**config.mk**
```make
export PLATFORM = sky130hd
export DESIGN_NAME = aio_axis_io_status_and_irq
export DESIGN_NICKNAME = d
export VERILOG_FILES = /design/src/aio_pkg.sv /design/src/aio_axis_io_status_and_irq.sv
export SDC_FILE = /design/constraint.sdc
export NUM_CORES = 1
export LEC_CHECK = 0
export BUFFER_PORTS_ARGS = -buffer_cell sky130_fd_sc_hd__buf_2
export CELL_PAD_IN_SITES_DETAIL_PLACEMENT = 0
export CELL_PAD_IN_SITES_GLOBAL_PLACEMENT = 1
export CORE_MARGIN = 2
export CORE_UTILIZATION = 43
export CTS_BUF_LIST = sky130_fd_sc_hd__clkbuf_16
export CTS_CLUSTER_DIAMETER = 200
export DETAILED_ROUTE_END_ITERATION = 8
export PLACE_DENSITY_LB_ADDON = 0.1
export SKIP_CTS_REPAIR_TIMING = 1
export SYNTH_ARGS = -nofsm -noshare
export SYNTH_HDL_FRONTEND = slang
export SYNTH_SLANG_ARGS = --single-unit
export TNS_END_PERCENT = 50
```
**constraint.sdc**
```tcl
create_clock -name i_sys_clk -period 24.5 [get_ports i_sys_clk]
set_input_delay 2.45 -clock i_sys_clk [delete_from_list [all_inputs] [get_ports i_sys_clk]]
set_output_delay 2.45 -clock i_sys_clk [all_outputs]
set_load 0.01 [all_outputs]
```
**src/aio_pkg.sv**
```systemverilog
// package for the per-axis motion i/o status and interrupt block
// assumes an ahb-lite slave with 32-bit data and four axes
package aio_pkg;

    localparam int NUM_AXES = 4;

    // ------------------------------------------------------------
    // register map, one aligned word each; axis block stride 0x20
    // ------------------------------------------------------------
    localparam logic [7:0] ADDR_CARD_CTRL = 8'h00;
    localparam logic [7:0] ADDR_CARD_PEND = 8'h04;
    localparam logic [7:0] AXIS_BASE = 8'h20;
    localparam logic [4:0] AXIS_STRIDE_SHIFT = 5'h05;
    localparam logic [2:0] AX_IO_STATUS = 3'h0;
    localparam logic [2:0] AX_FACTOR_MASK = 3'h1;
    localparam logic [2:0] AX_FAULT_CAUSE = 3'h2;
    localparam logic [2:0] AX_EVENT_CAUSE = 3'h3;
    localparam logic [2:0] AX_IRQ_TYPE = 3'h4;
    localparam logic [2:0] AX_STOP_CTRL = 3'h5;
    localparam logic [2:0] AX_POLARITY = 3'h6;

    // ------------------------------------------------------------
    // field positions and reset values
    // ------------------------------------------------------------
    localparam int BIT_STOP_ENABLE = 0;
    localparam int BIT_STOP_MASK = 1;
    localparam int BIT_AXIS_STOP = 31;
    localparam logic [15:0] IO_VALID_MASK = 16'h7bff;
    localparam logic [31:0] EVENT_VALID_MASK = 32'h8009d8f7;
    localparam logic [31:0] FACTOR_VALID_MASK = 32'h0009dff7;
    localparam logic [31:0] FAULT_VALID_MASK = 32'h0003f7eb;
    localparam logic [31:0] RST_FACTOR_MASK = 32'h00000000;
    localparam logic [15:0] RST_POLARITY = 16'h0000;
    localparam logic [1:0] IRQ_TYPE_NONE = 2'h0;
    localparam logic [1:0] IRQ_TYPE_FAULT = 2'h1;
    localparam logic [1:0] IRQ_TYPE_EVENT = 2'h2;
    localparam logic [1:0] IRQ_TYPE_BOTH = 2'h3;

    // raw motion i/o levels of one axis, same bit order as the status word
    typedef struct packed {
        logic servo_on_out;
        logic in_position_in;
        logic slow_down_in;
        logic latch_in;
        logic reserved_10;
        logic encoder_index;
        logic error_clear_out;
        logic position_change_in;
        logic emergency_in;
        logic direction_out;
        logic origin_switch;
        logic negative_end_limit;
        logic positive_end_limit;
        logic alarm_in;
        logic driver_ready;
    } aio_pins_type;

    // cause pulses reported by the motion logic of one axis
    typedef struct packed {
        logic [31:0] fault;
        logic [31:0] event_hit;
        logic cmd_start;
        logic axis_stopped;
    } aio_cause_type;

endpackage

```
**src/aio_axis_io_status_and_irq.sv**
```systemverilog
// per-axis motion i/o status monitor and interrupt cause logic
// assumes an ahb-lite master, one slave on the bus, cause pulses from motion logic
//
// Notes on behaviour
// - status bits 0-9 live i/o, bit 10 reserved
// - status bits 11-14 latch, slowdown, inpos, servo
// - status bit is 1 when signal logically on
// - card-wide enable gates host interrupt
// - two 32-bit cause words per axis
// - event cause interrupts only if mask bit set, except bit 31
// - fault causes unmaskable once card enabled
// - event bits 0-2 and 4-7 stop and ramp events
// - event bits 11,12,14,15,16,19,31 used, rest reserved
// - mask word also takes bits 8-10
// - fault bits 0,1,3,5-10 stop reasons
// - fault bits 12-17 interpolation and input errors
// - reading causes returns word then clears it
// - irq type 1 fault, 2 event, 3 both
// - pending flag shows card drives host irq
// - axis stop sets event bit 31 when enabled
// - axis stop enable separate from mask word
// - per-command mask 0 active, 1 inactive
`timescale 1ns/100ps
`default_nettype none

module aio_axis_io_status_and_irq
    import aio_pkg::*;
(
    input wire logic i_sys_clk,
    input wire logic i_rst_n,
    input wire logic i_hsel,
    input wire logic [31:0] i_haddr,
    input wire logic [1:0] i_htrans,
    input wire logic i_hwrite,
    input wire logic [2:0] i_hsize,
    input wire logic [31:0] i_hwdata,
    input wire logic i_hready,
    output logic [31:0] o_hrdata,
    output logic o_hreadyout,
    output logic o_hresp,
    input wire aio_pins_type [NUM_AXES-1:0] i_pins,
    input wire aio_cause_type [NUM_AXES-1:0] i_cause,
    output logic o_host_irq
);

    // ------------------------------------------------------------
    // reset release
    // ------------------------------------------------------------
    logic rst_meta_ff;
    logic rst_sync_ff;

    always_ff @(posedge i_sys_clk or negedge i_rst_n) begin
        if (!i_rst_n) begin
            rst_meta_ff <= 1'b0;
            rst_sync_ff <= 1'b0;
        end else begin
            rst_meta_ff <= 1'b1;
            rst_sync_ff <= rst_meta_ff;
        end
    end

    wire logic rst_n = rst_sync_ff;

    // ------------------------------------------------------------
    // bus address phase capture
    // ------------------------------------------------------------
    logic dp_valid_ff;
    logic dp_write_ff;
    logic [7:0] dp_addr_ff;
    logic [31:0] rdata_ff;

    wire logic addr_take = i_hsel && i_htrans[1] && i_hready;
    wire logic wr_do = dp_valid_ff && dp_write_ff;

    always_ff @(posedge i_sys_clk or negedge rst_n) begin
        if (!rst_n) begin
            dp_valid_ff <= 1'b0;
            dp_write_ff <= 1'b0;
            dp_addr_ff <= 8'h00;
        end else begin
            dp_valid_ff <= addr_take;
            dp_write_ff <= addr_take && i_hwrite;
            dp_addr_ff <= addr_take ? i_haddr[7:0] : dp_addr_ff;
        end
    end

    // zero-wait slave, every access answered okay
    assign o_hreadyout = 1'b1;
    assign o_hresp = 1'b0;
    assign o_hrdata = rdata_ff;

    // address of an axis block; returns index NUM_AXES when not an axis
    function automatic logic [2:0] axis_of(input logic [7:0] a);
        logic [2:0] idx;
        idx = 3'(NUM_AXES);
        if (a >= AXIS_BASE && a < AXIS_BASE + 8'(NUM_AXES << AXIS_STRIDE_SHIFT)) begin
            idx = 3'((a - AXIS_BASE) >> AXIS_STRIDE_SHIFT);
        end
        return idx;
    endfunction

    function automatic logic [2:0] reg_of(input logic [7:0] a);
        return a[4:2];
    endfunction

    wire logic [2:0] rd_axis = axis_of(i_haddr[7:0]);
    wire logic [2:0] rd_reg = reg_of(i_haddr[7:0]);
    wire logic [2:0] wr_axis = axis_of(dp_addr_ff);
    wire logic [2:0] wr_reg = reg_of(dp_addr_ff);
    wire logic rd_take = addr_take && !i_hwrite;

    // ------------------------------------------------------------
    // card-wide control
    // ------------------------------------------------------------
    logic card_irq_enable_ff;

    always_ff @(posedge i_sys_clk or negedge rst_n) begin
        if (!rst_n) begin
            card_irq_enable_ff <= 1'b0;
        end else if (wr_do && dp_addr_ff == ADDR_CARD_CTRL) begin
            card_irq_enable_ff <= i_hwdata[0];
        end
    end

    // ------------------------------------------------------------
    // per-axis registers and causes
    // ------------------------------------------------------------
    logic [31:0] factor_mask_ff [NUM_AXES];
    logic [15:0] polarity_ff [NUM_AXES];
    logic stop_enable_ff [NUM_AXES];
    logic stop_cmd_mask_ff [NUM_AXES];
    logic stop_cmd_active_ff [NUM_AXES];
    logic [31:0] fault_cause_ff [NUM_AXES];
    logic [31:0] event_cause_ff [NUM_AXES];
    logic [15:0] io_status [NUM_AXES];
    logic [1:0] irq_type [NUM_AXES];
    logic [NUM_AXES-1:0] axis_req;

    for (genvar g = 0; g < NUM_AXES; g++) begin : g_axis
        wire logic sel_wr = wr_do && wr_axis == 3'(g);
        wire logic clr_rd = rd_take && rd_axis == 3'(g);
        // logical on = raw level equal to the configured active level
        wire logic [15:0] raw_io = {1'b0, i_pins[g]};
        wire logic [31:0] stop_evt;
        wire logic fault_any = |fault_cause_ff[g];
        // the axis-stop bit is already gated by its own enable, so the factor mask skips it
        wire logic event_any = |(event_cause_ff[g]
                                 & (factor_mask_ff[g] | (32'h1 << BIT_AXIS_STOP)));

        assign io_status[g] = ~(raw_io ^ polarity_ff[g]) & IO_VALID_MASK;
        // stop report gated by the enable and the mask of the running command
        assign stop_evt = {stop_enable_ff[g] && stop_cmd_active_ff[g]
                           && i_cause[g].axis_stopped, 31'h0};
        assign axis_req[g] = fault_any || event_any;
        assign irq_type[g] = {event_any, fault_any};

        always_ff @(posedge i_sys_clk or negedge rst_n) begin
            if (!rst_n) begin
                factor_mask_ff[g] <= RST_FACTOR_MASK;
                polarity_ff[g] <= RST_POLARITY;
                stop_enable_ff[g] <= 1'b0;
                stop_cmd_mask_ff[g] <= 1'b0;
                stop_cmd_active_ff[g] <= 1'b0;
            end else begin
                if (sel_wr && wr_reg == AX_FACTOR_MASK) begin
                    factor_mask_ff[g] <= i_hwdata & FACTOR_VALID_MASK;
                end
                if (sel_wr && wr_reg == AX_POLARITY) begin
                    polarity_ff[g] <= i_hwdata[15:0];
                end
                if (sel_wr && wr_reg == AX_STOP_CTRL) begin
                    stop_enable_ff[g] <= i_hwdata[BIT_STOP_ENABLE];
                    stop_cmd_mask_ff[g] <= i_hwdata[BIT_STOP_MASK];
                end
                // the mask is sampled as each motion command starts
                if (i_cause[g].cmd_start) begin
                    stop_cmd_active_ff[g] <= !stop_cmd_mask_ff[g];
                end
            end
        end

        // new causes win over the clear of the read that sees the old word
        always_ff @(posedge i_sys_clk or negedge rst_n) begin
            if (!rst_n) begin
                fault_cause_ff[g] <= 32'h00000000;
                event_cause_ff[g] <= 32'h00000000;
            end else begin
                fault_cause_ff[g] <= ((clr_rd && rd_reg == AX_FAULT_CAUSE)
                                      ? 32'h0 : fault_cause_ff[g])
                                     | (i_cause[g].fault & FAULT_VALID_MASK);
                event_cause_ff[g] <= ((clr_rd && rd_reg == AX_EVENT_CAUSE)
                                      ? 32'h0 : event_cause_ff[g])
                                     | (i_cause[g].event_hit & EVENT_VALID_MASK
                                        & ~(32'h1 << BIT_AXIS_STOP))
                                     | stop_evt;
            end
        end
    end

    // ------------------------------------------------------------
    // host interrupt and read data
    // ------------------------------------------------------------
    logic host_irq_ff;

    always_ff @(posedge i_sys_clk or negedge rst_n) begin
        if (!rst_n) begin
            host_irq_ff <= 1'b0;
        end else begin
            // request falls once the host has read away every unmasked cause
            host_irq_ff <= card_irq_enable_ff && (|axis_req);
        end
    end

    assign o_host_irq = host_irq_ff;

    logic [31:0] rd_mux;

    always_comb begin
        rd_mux = 32'h00000000;
        if (rd_axis < 3'(NUM_AXES)) begin
            unique case (rd_reg)
                AX_IO_STATUS: rd_mux = {16'h0, io_status[rd_axis[1:0]]};
                AX_FACTOR_MASK: rd_mux = factor_mask_ff[rd_axis[1:0]];
                AX_FAULT_CAUSE: rd_mux = fault_cause_ff[rd_axis[1:0]];
                AX_EVENT_CAUSE: rd_mux = event_cause_ff[rd_axis[1:0]];
                AX_IRQ_TYPE: rd_mux = {30'h0, irq_type[rd_axis[1:0]]};
                AX_STOP_CTRL: rd_mux = {30'h0, stop_cmd_mask_ff[rd_axis[1:0]],
                                        stop_enable_ff[rd_axis[1:0]]};
                AX_POLARITY: rd_mux = {16'h0, polarity_ff[rd_axis[1:0]]};
                default: rd_mux = 32'h00000000;
            endcase
        end else if (i_haddr[7:0] == ADDR_CARD_CTRL) begin
            rd_mux = {31'h0, card_irq_enable_ff};
        end else if (i_haddr[7:0] == ADDR_CARD_PEND) begin
            rd_mux = {31'h0, host_irq_ff};
        end
    end

    // read data is captured at the address phase so the clear cannot corrupt it
    always_ff @(posedge i_sys_clk or negedge rst_n) begin
        if (!rst_n) begin
            rdata_ff <= 32'h00000000;
        end else if (rd_take) begin
            rdata_ff <= rd_mux;
        end
    end

endmodule
`default_nettype wire

```
* Word-level counts from Yosys, hierarchy flattened
Index checks and enable logic that the tools add are counted.
** Word-level totals
- Input bits :: 398
- Register bits after elaboration :: 442
** Cells by class
- Bitwise logic cells :: 25
- Reduce and logical (&&, ||, !) cells :: 68
- Magnitude comparators :: 6
- Mux-type cells :: 38
- Add/sub/neg operators :: 2
- Equal/unequal tests :: 16
** Operators by type and width (count)
- $mux W32 :: 16
- $reduce_or A32 Y1 :: 8
- $pmux W32 S7 :: 1
- $bmux W32 S2 :: 3
- $and A32 B32 Y32 :: 4
- $or A32 B18 Y32 :: 4
- $or A32 B20 Y32 :: 4
- $or A32 B32 Y32 :: 4
- $bmux W16 S2 :: 2
- $mux W16 :: 4
- $not A15 Y15 :: 4
- $xor A15 B15 Y15 :: 4
- $logic_and A1 B1 Y1 :: 45
- $eq A3 B2 Y1 const B :: 6
- $ge A8 B6 Y1 const B :: 2
- $logic_not A8 Y1 :: 2
- $lt A8 B8 Y1 const B :: 2
- $sub A8 B6 Y8 const B :: 2
- $eq A3 B3 Y1 const B :: 5
- $eq A3 B1 Y1 const B :: 4
- $logic_not A3 Y1 :: 3
- $eq A8 B3 Y1 const B :: 1
- $mux W3 :: 2
- $logic_not A1 Y1 :: 5
- 9 further kinds :: 18

* Depth between registers and ports, before layout
- Depth in word-level cells :: 9
- Mapped depth :: 13
- Gate-level depth less buffers :: 8

* Least setup slack after synthesis
Ideal clock, no wire load.
- Path kind :: in2reg
- Start point :: input port i_haddr[5]
- End point :: register rdata_ff[14] (netlist: o_hrdata[14])
- Library setup time :: 147 ps
- Slack :: 19315 ps
- Stages on the path :: 11
- Data arrival time :: 5038 ps
- Data required time :: 24353 ps
- Path through :: buf_2 -> clkinv_1 -> clkbuf_1 -> ha_1 -> buf_2 -> buf_1 -> buf_1 -> mux2i_1 -> nor3_1 -> a2111oi_0 -> a41oi_1
** Between the ends
- Word-level cells in the longest chain between the ends :: 9
** RTL lines
- from (decl) :: RTL line aio_axis_io_status_and_irq.sv:32 : input wire logic [31:0] i_haddr,
- $ge A8 B6 Y1 / $lt A8 B8 Y1 (equally long branches) :: RTL line aio_axis_io_status_and_irq.sv:96 : if (a >= AXIS_BASE && a < AXIS_BASE + 8'(NUM_AXES << AXIS_STRIDE_SHIFT)) begin
- $logic_and A1 B1 Y1 :: RTL line aio_axis_io_status_and_irq.sv:96
- $mux W3 * :: RTL line aio_axis_io_status_and_irq.sv:96
- $not A2 Y3 (not written as such)
- $bmux W16 S2 (tied with other cells) :: RTL line aio_axis_io_status_and_irq.sv:229 : AX_POLARITY: rd_mux = {16'h0, polarity_ff[rd_axis[1:0]]};
- $mux W16 (not written as such) (tied with other cells) (2 in series) :: RTL line aio_axis_io_status_and_irq.sv:229
- $pmux W32 S7 :: RTL line aio_axis_io_status_and_irq.sv:221 : unique case (rd_reg)
- $mux W32 * :: RTL line aio_axis_io_status_and_irq.sv:220 : if (rd_axis < 3'(NUM_AXES)) begin
- to (signal assigned) :: RTL line aio_axis_io_status_and_irq.sv:244 : rdata_ff <= rd_mux;
- to (decl) :: RTL line aio_axis_io_status_and_irq.sv:70 : logic [31:0] rdata_ff;
Every way passes the cells marked *; elsewhere a longest branch is shown, timed or not. The select of a mux whose other input is x is not followed.
A chain may end at the register's enable or synchronous reset.

* Worst setup path after layout
- Start point :: input port i_haddr[5]
- End point :: register rdata_ff[4] (netlist: o_hrdata[4])
The elaborated chain is that of the path after synthesis.

==> impl_results.md <==
* DR iter-0 viols at 1144
* Hold Fails Final Rpt at 0
* DIE AREA at 35150 sq um
* Worst R2R Setup Slack at 21.34 ns
* PD cells at between 60 and 70 nW/um^2
* Starting Density at 0.4339
* Outcome: completed
* Pwr Total at 1.107 mW
* Fin Setup TNS at 0 ns
* Initial antenna violation count at 2
* Synth area leader: dfrtp_1
* Hold/Removal Path Class: reg2async
* Core area at between 30000 and 40000 sq um
* Final setup fails at 0
* Top post-synthesis cells by count: dfrtp_1 (290), mux2_2 (141), a21o_1 (115), nand2_1 (57), o21ai_0 (57)
* Yosys cell types at 74
* Critical Path, Cell by Cell: buf_2, buf_4, ha_1, nand2b_1, o21ai_2, nand2_1, buf_4, a221o_1, a222oi_1, o211ai_1
* Drc violations at 0
* Share of cells above drive strength 1 at 0.3128
* Total track usage at 0.3005
* Yosys warnings at 0
* Port Buffer Count at 228
* #FFs+latches synth at slightly below 300
* Inst Count DP at between 1500 and 2000
* Critical Path RT at 24.86 ns
* TritonCTS clock tree: done
* Peak supply drop at approximately 42 uV
* Largest net degree at the start of global routing at 149
* FP Rows at 67
* Final Max Tran Viols at 0
* Critical path's most frequent cell: buf_4
* CP Max Fanout at 57
* Overflow after GRT at 0
* Internal at slightly above 800 uW
* Final min period at 6.189 ns
* I/O pin count at 433
* CP Class: in2reg
* Clock network power share at 0.437
* Chip width at around 190 um
* Fin crit share at 0.2526
* Diode count at 0
* Fmax at 161.6 MHz
* Vias/cell at 6.240
* Worst-path clk slew at 0.06 ns
* Final Wtd Congestion at 0.8753
* Seq/Total Area, Yosys at 0.5013
* Flop pwr share at 0.451
* Crit path DAT at 6.55 ns
* Remaining antenna violation count at 0
* Layout Cells excl Fill at 1938
* Slowest-stage cell, CP: o21ai_2
* Setup slack after layout at between 15 and 20 ns
* Htree depth at 2
* Slew headroom at 0.2154
* Post-synth ARST share at 1.000
* Setup Skew at between 0.02 and 0.025 ns
* Die height at around 190 um
* Post-Syn Area at 14480 sq um
* Sw Ratio at 0.2681
* Worst-skew pair later-pin latency at 0.52 ns
* Count leader, synth: dfrtp_1
* Kind of end point of the critical path: flip-flop
* Worst Path Buf+Inv at 3
* DR WL/cell at 27.40 um
* # nets final at 1870
* Yosys top cell area share at 0.5013
* Switching power at approximately 300 uW
* DR pass1 iterations at 6
* TritonCTS buffer count at 35
* Critical path's top delay family: compound AO/OA/AOI/OAI gates
* Avg Inst Size Synth at 11.43 sq um
* Pre-CTS setup slack at between 15 and 20 ns
* WL final at 53.11 mm
* Root Driver: clkbuf_16
* Maxcap violations at 0
* Worst Max-Slew Pin Slew at 1.177 ns
* Pleak at 7.280 nW
* Clock Tree Buf Depth at 3
* Vias in the first global route at approximately 12000
* Crit path largest cell delay at 0.88 ns
* RSZ-0062 raised after global routing: no
* Synth top area cells: dfrtp_1 (50%), mux2_2 (11%), a21o_1 (6.0%)
* Hpwl dp at 37.16 mm
* First-pass GRT wire length at around 79 mm
* Post-synth EDFFs at 0
* Gate count after technology mapping at 1267
* Clk sink count at 290
* Critical path startpoint category: input port
* Logic pwr share at 0.112
* Via Count at 12094
* Main synth FF type: dfrtp_1
* Area growth syn-to-layout at 17.61%
[registers in the layout, indices dropped and copies added, names as in the netlist]
signal and count:
card_irq_enable_ff 1, dp_addr_ff 8, dp_valid_ff 1, dp_write_ff 1, event_cause_ff 56, factor_mask_ff 64
fault_cause_ff 60, o_host_irq 1, o_hrdata 20, polarity_ff 64, rst_meta_ff 1, rst_n 1
stop_cmd_active_ff 4, stop_cmd_mask_ff 4, stop_enable_ff 4
[cell usage in the layout (no fill, tap or decap), drive strengths merged, types with 17 or more instances in the layout]
master,instances
nand2,57
nand3,36
o21ai,59
nand4,17
dfrtp,290
nor2,30
mux2i,35
clkbuf,36
a222oi,24
buf,251
xor2,31
xnor2,26
nor3,39
a21o,115
mux2,146
inv,21
a22oi,46
[power groups by stage]
stage                     sequential, mW  clock (mW)  combinational (mW)
after floorplan                    0.510           0              0.0662
after global placement             0.508           0               0.121
after detailed placement           0.508           0               0.122
after CTS                          0.500       0.492               0.123
after global routing               0.501       0.512               0.133
final                              0.500       0.483               0.124
[worst register-to-register path, stage by stage, from the launching register on]
cell and delay, ns:
dfrtp_1 0.53, inv_1 0.13, ha_1 0.23, o31ai_1 0.28, nor2b_1 0.41, and3_1 1.02
mux2_2 0.45
[cell families after synthesis]
group,synth area share
adders and majority gates,0.003457
buffers and inverters,0.03794
AOI/OAI and AO/OA,0.1998
and+or+nand+nor,0.08478
DFF,0.5013
muxes,0.1378
xor gates and xnor gates,0.03448
other,0.0005187
[through the flow]
step                        util  instance area [sq um]  hold slack, ns
after floorplan                -                  14530          0.3312
after global placement    0.4789                  15980          0.3329
after detailed placement  0.4789                  15980          0.3358
after CTS                 0.5104                  17030          0.3485
after global routing      0.5104                  17030          0.3562
final                     0.5104                  17030          0.3296
[path summary, 6_finish.rpt]
kind                                 endpoint  cells after the start     startpoint
setup / recovery                  o_hrdata[4]                     10     i_haddr[5]
hold / removal             event_cause_ff[68]                      0          rst_n
setup reg to reg           factor_mask_ff[10]                      6  dp_addr_ff[5]
hold reg to reg            event_cause_ff[68]                      0          rst_n
max in group asynchronous       dp_addr_ff[5]                      2          rst_n
min in group i_sys_clk                  rst_n                      0    rst_meta_ff
[area by class of cell]
cell class | instances | area [sq um]
Clock buffer | 36 | 900.9
Clock inverter | 23 | 148.9
Fill cell | 3202 | 16340
Inverter | 17 | 63.81
Multi-Input combinational cell | 873 | 6766
Sequential cell | 290 | 7261
Tap cell | 448 | 560.5
Timing Repair Buffer | 251 | 1326
[metal layers]
layer / up-vias / share of wire / track usage
met5: - / 0.00041 / 0
met4: 4 / 0.034 / 0.09903
met3: 115 / 0.082 / 0.05372
met2: 649 / 0.46 / 0.4735
met1: 6121 / 0.42 / 0.4218
li1: 5205 / - / -
No activity file was read; power rests on OpenSTA's default activity.
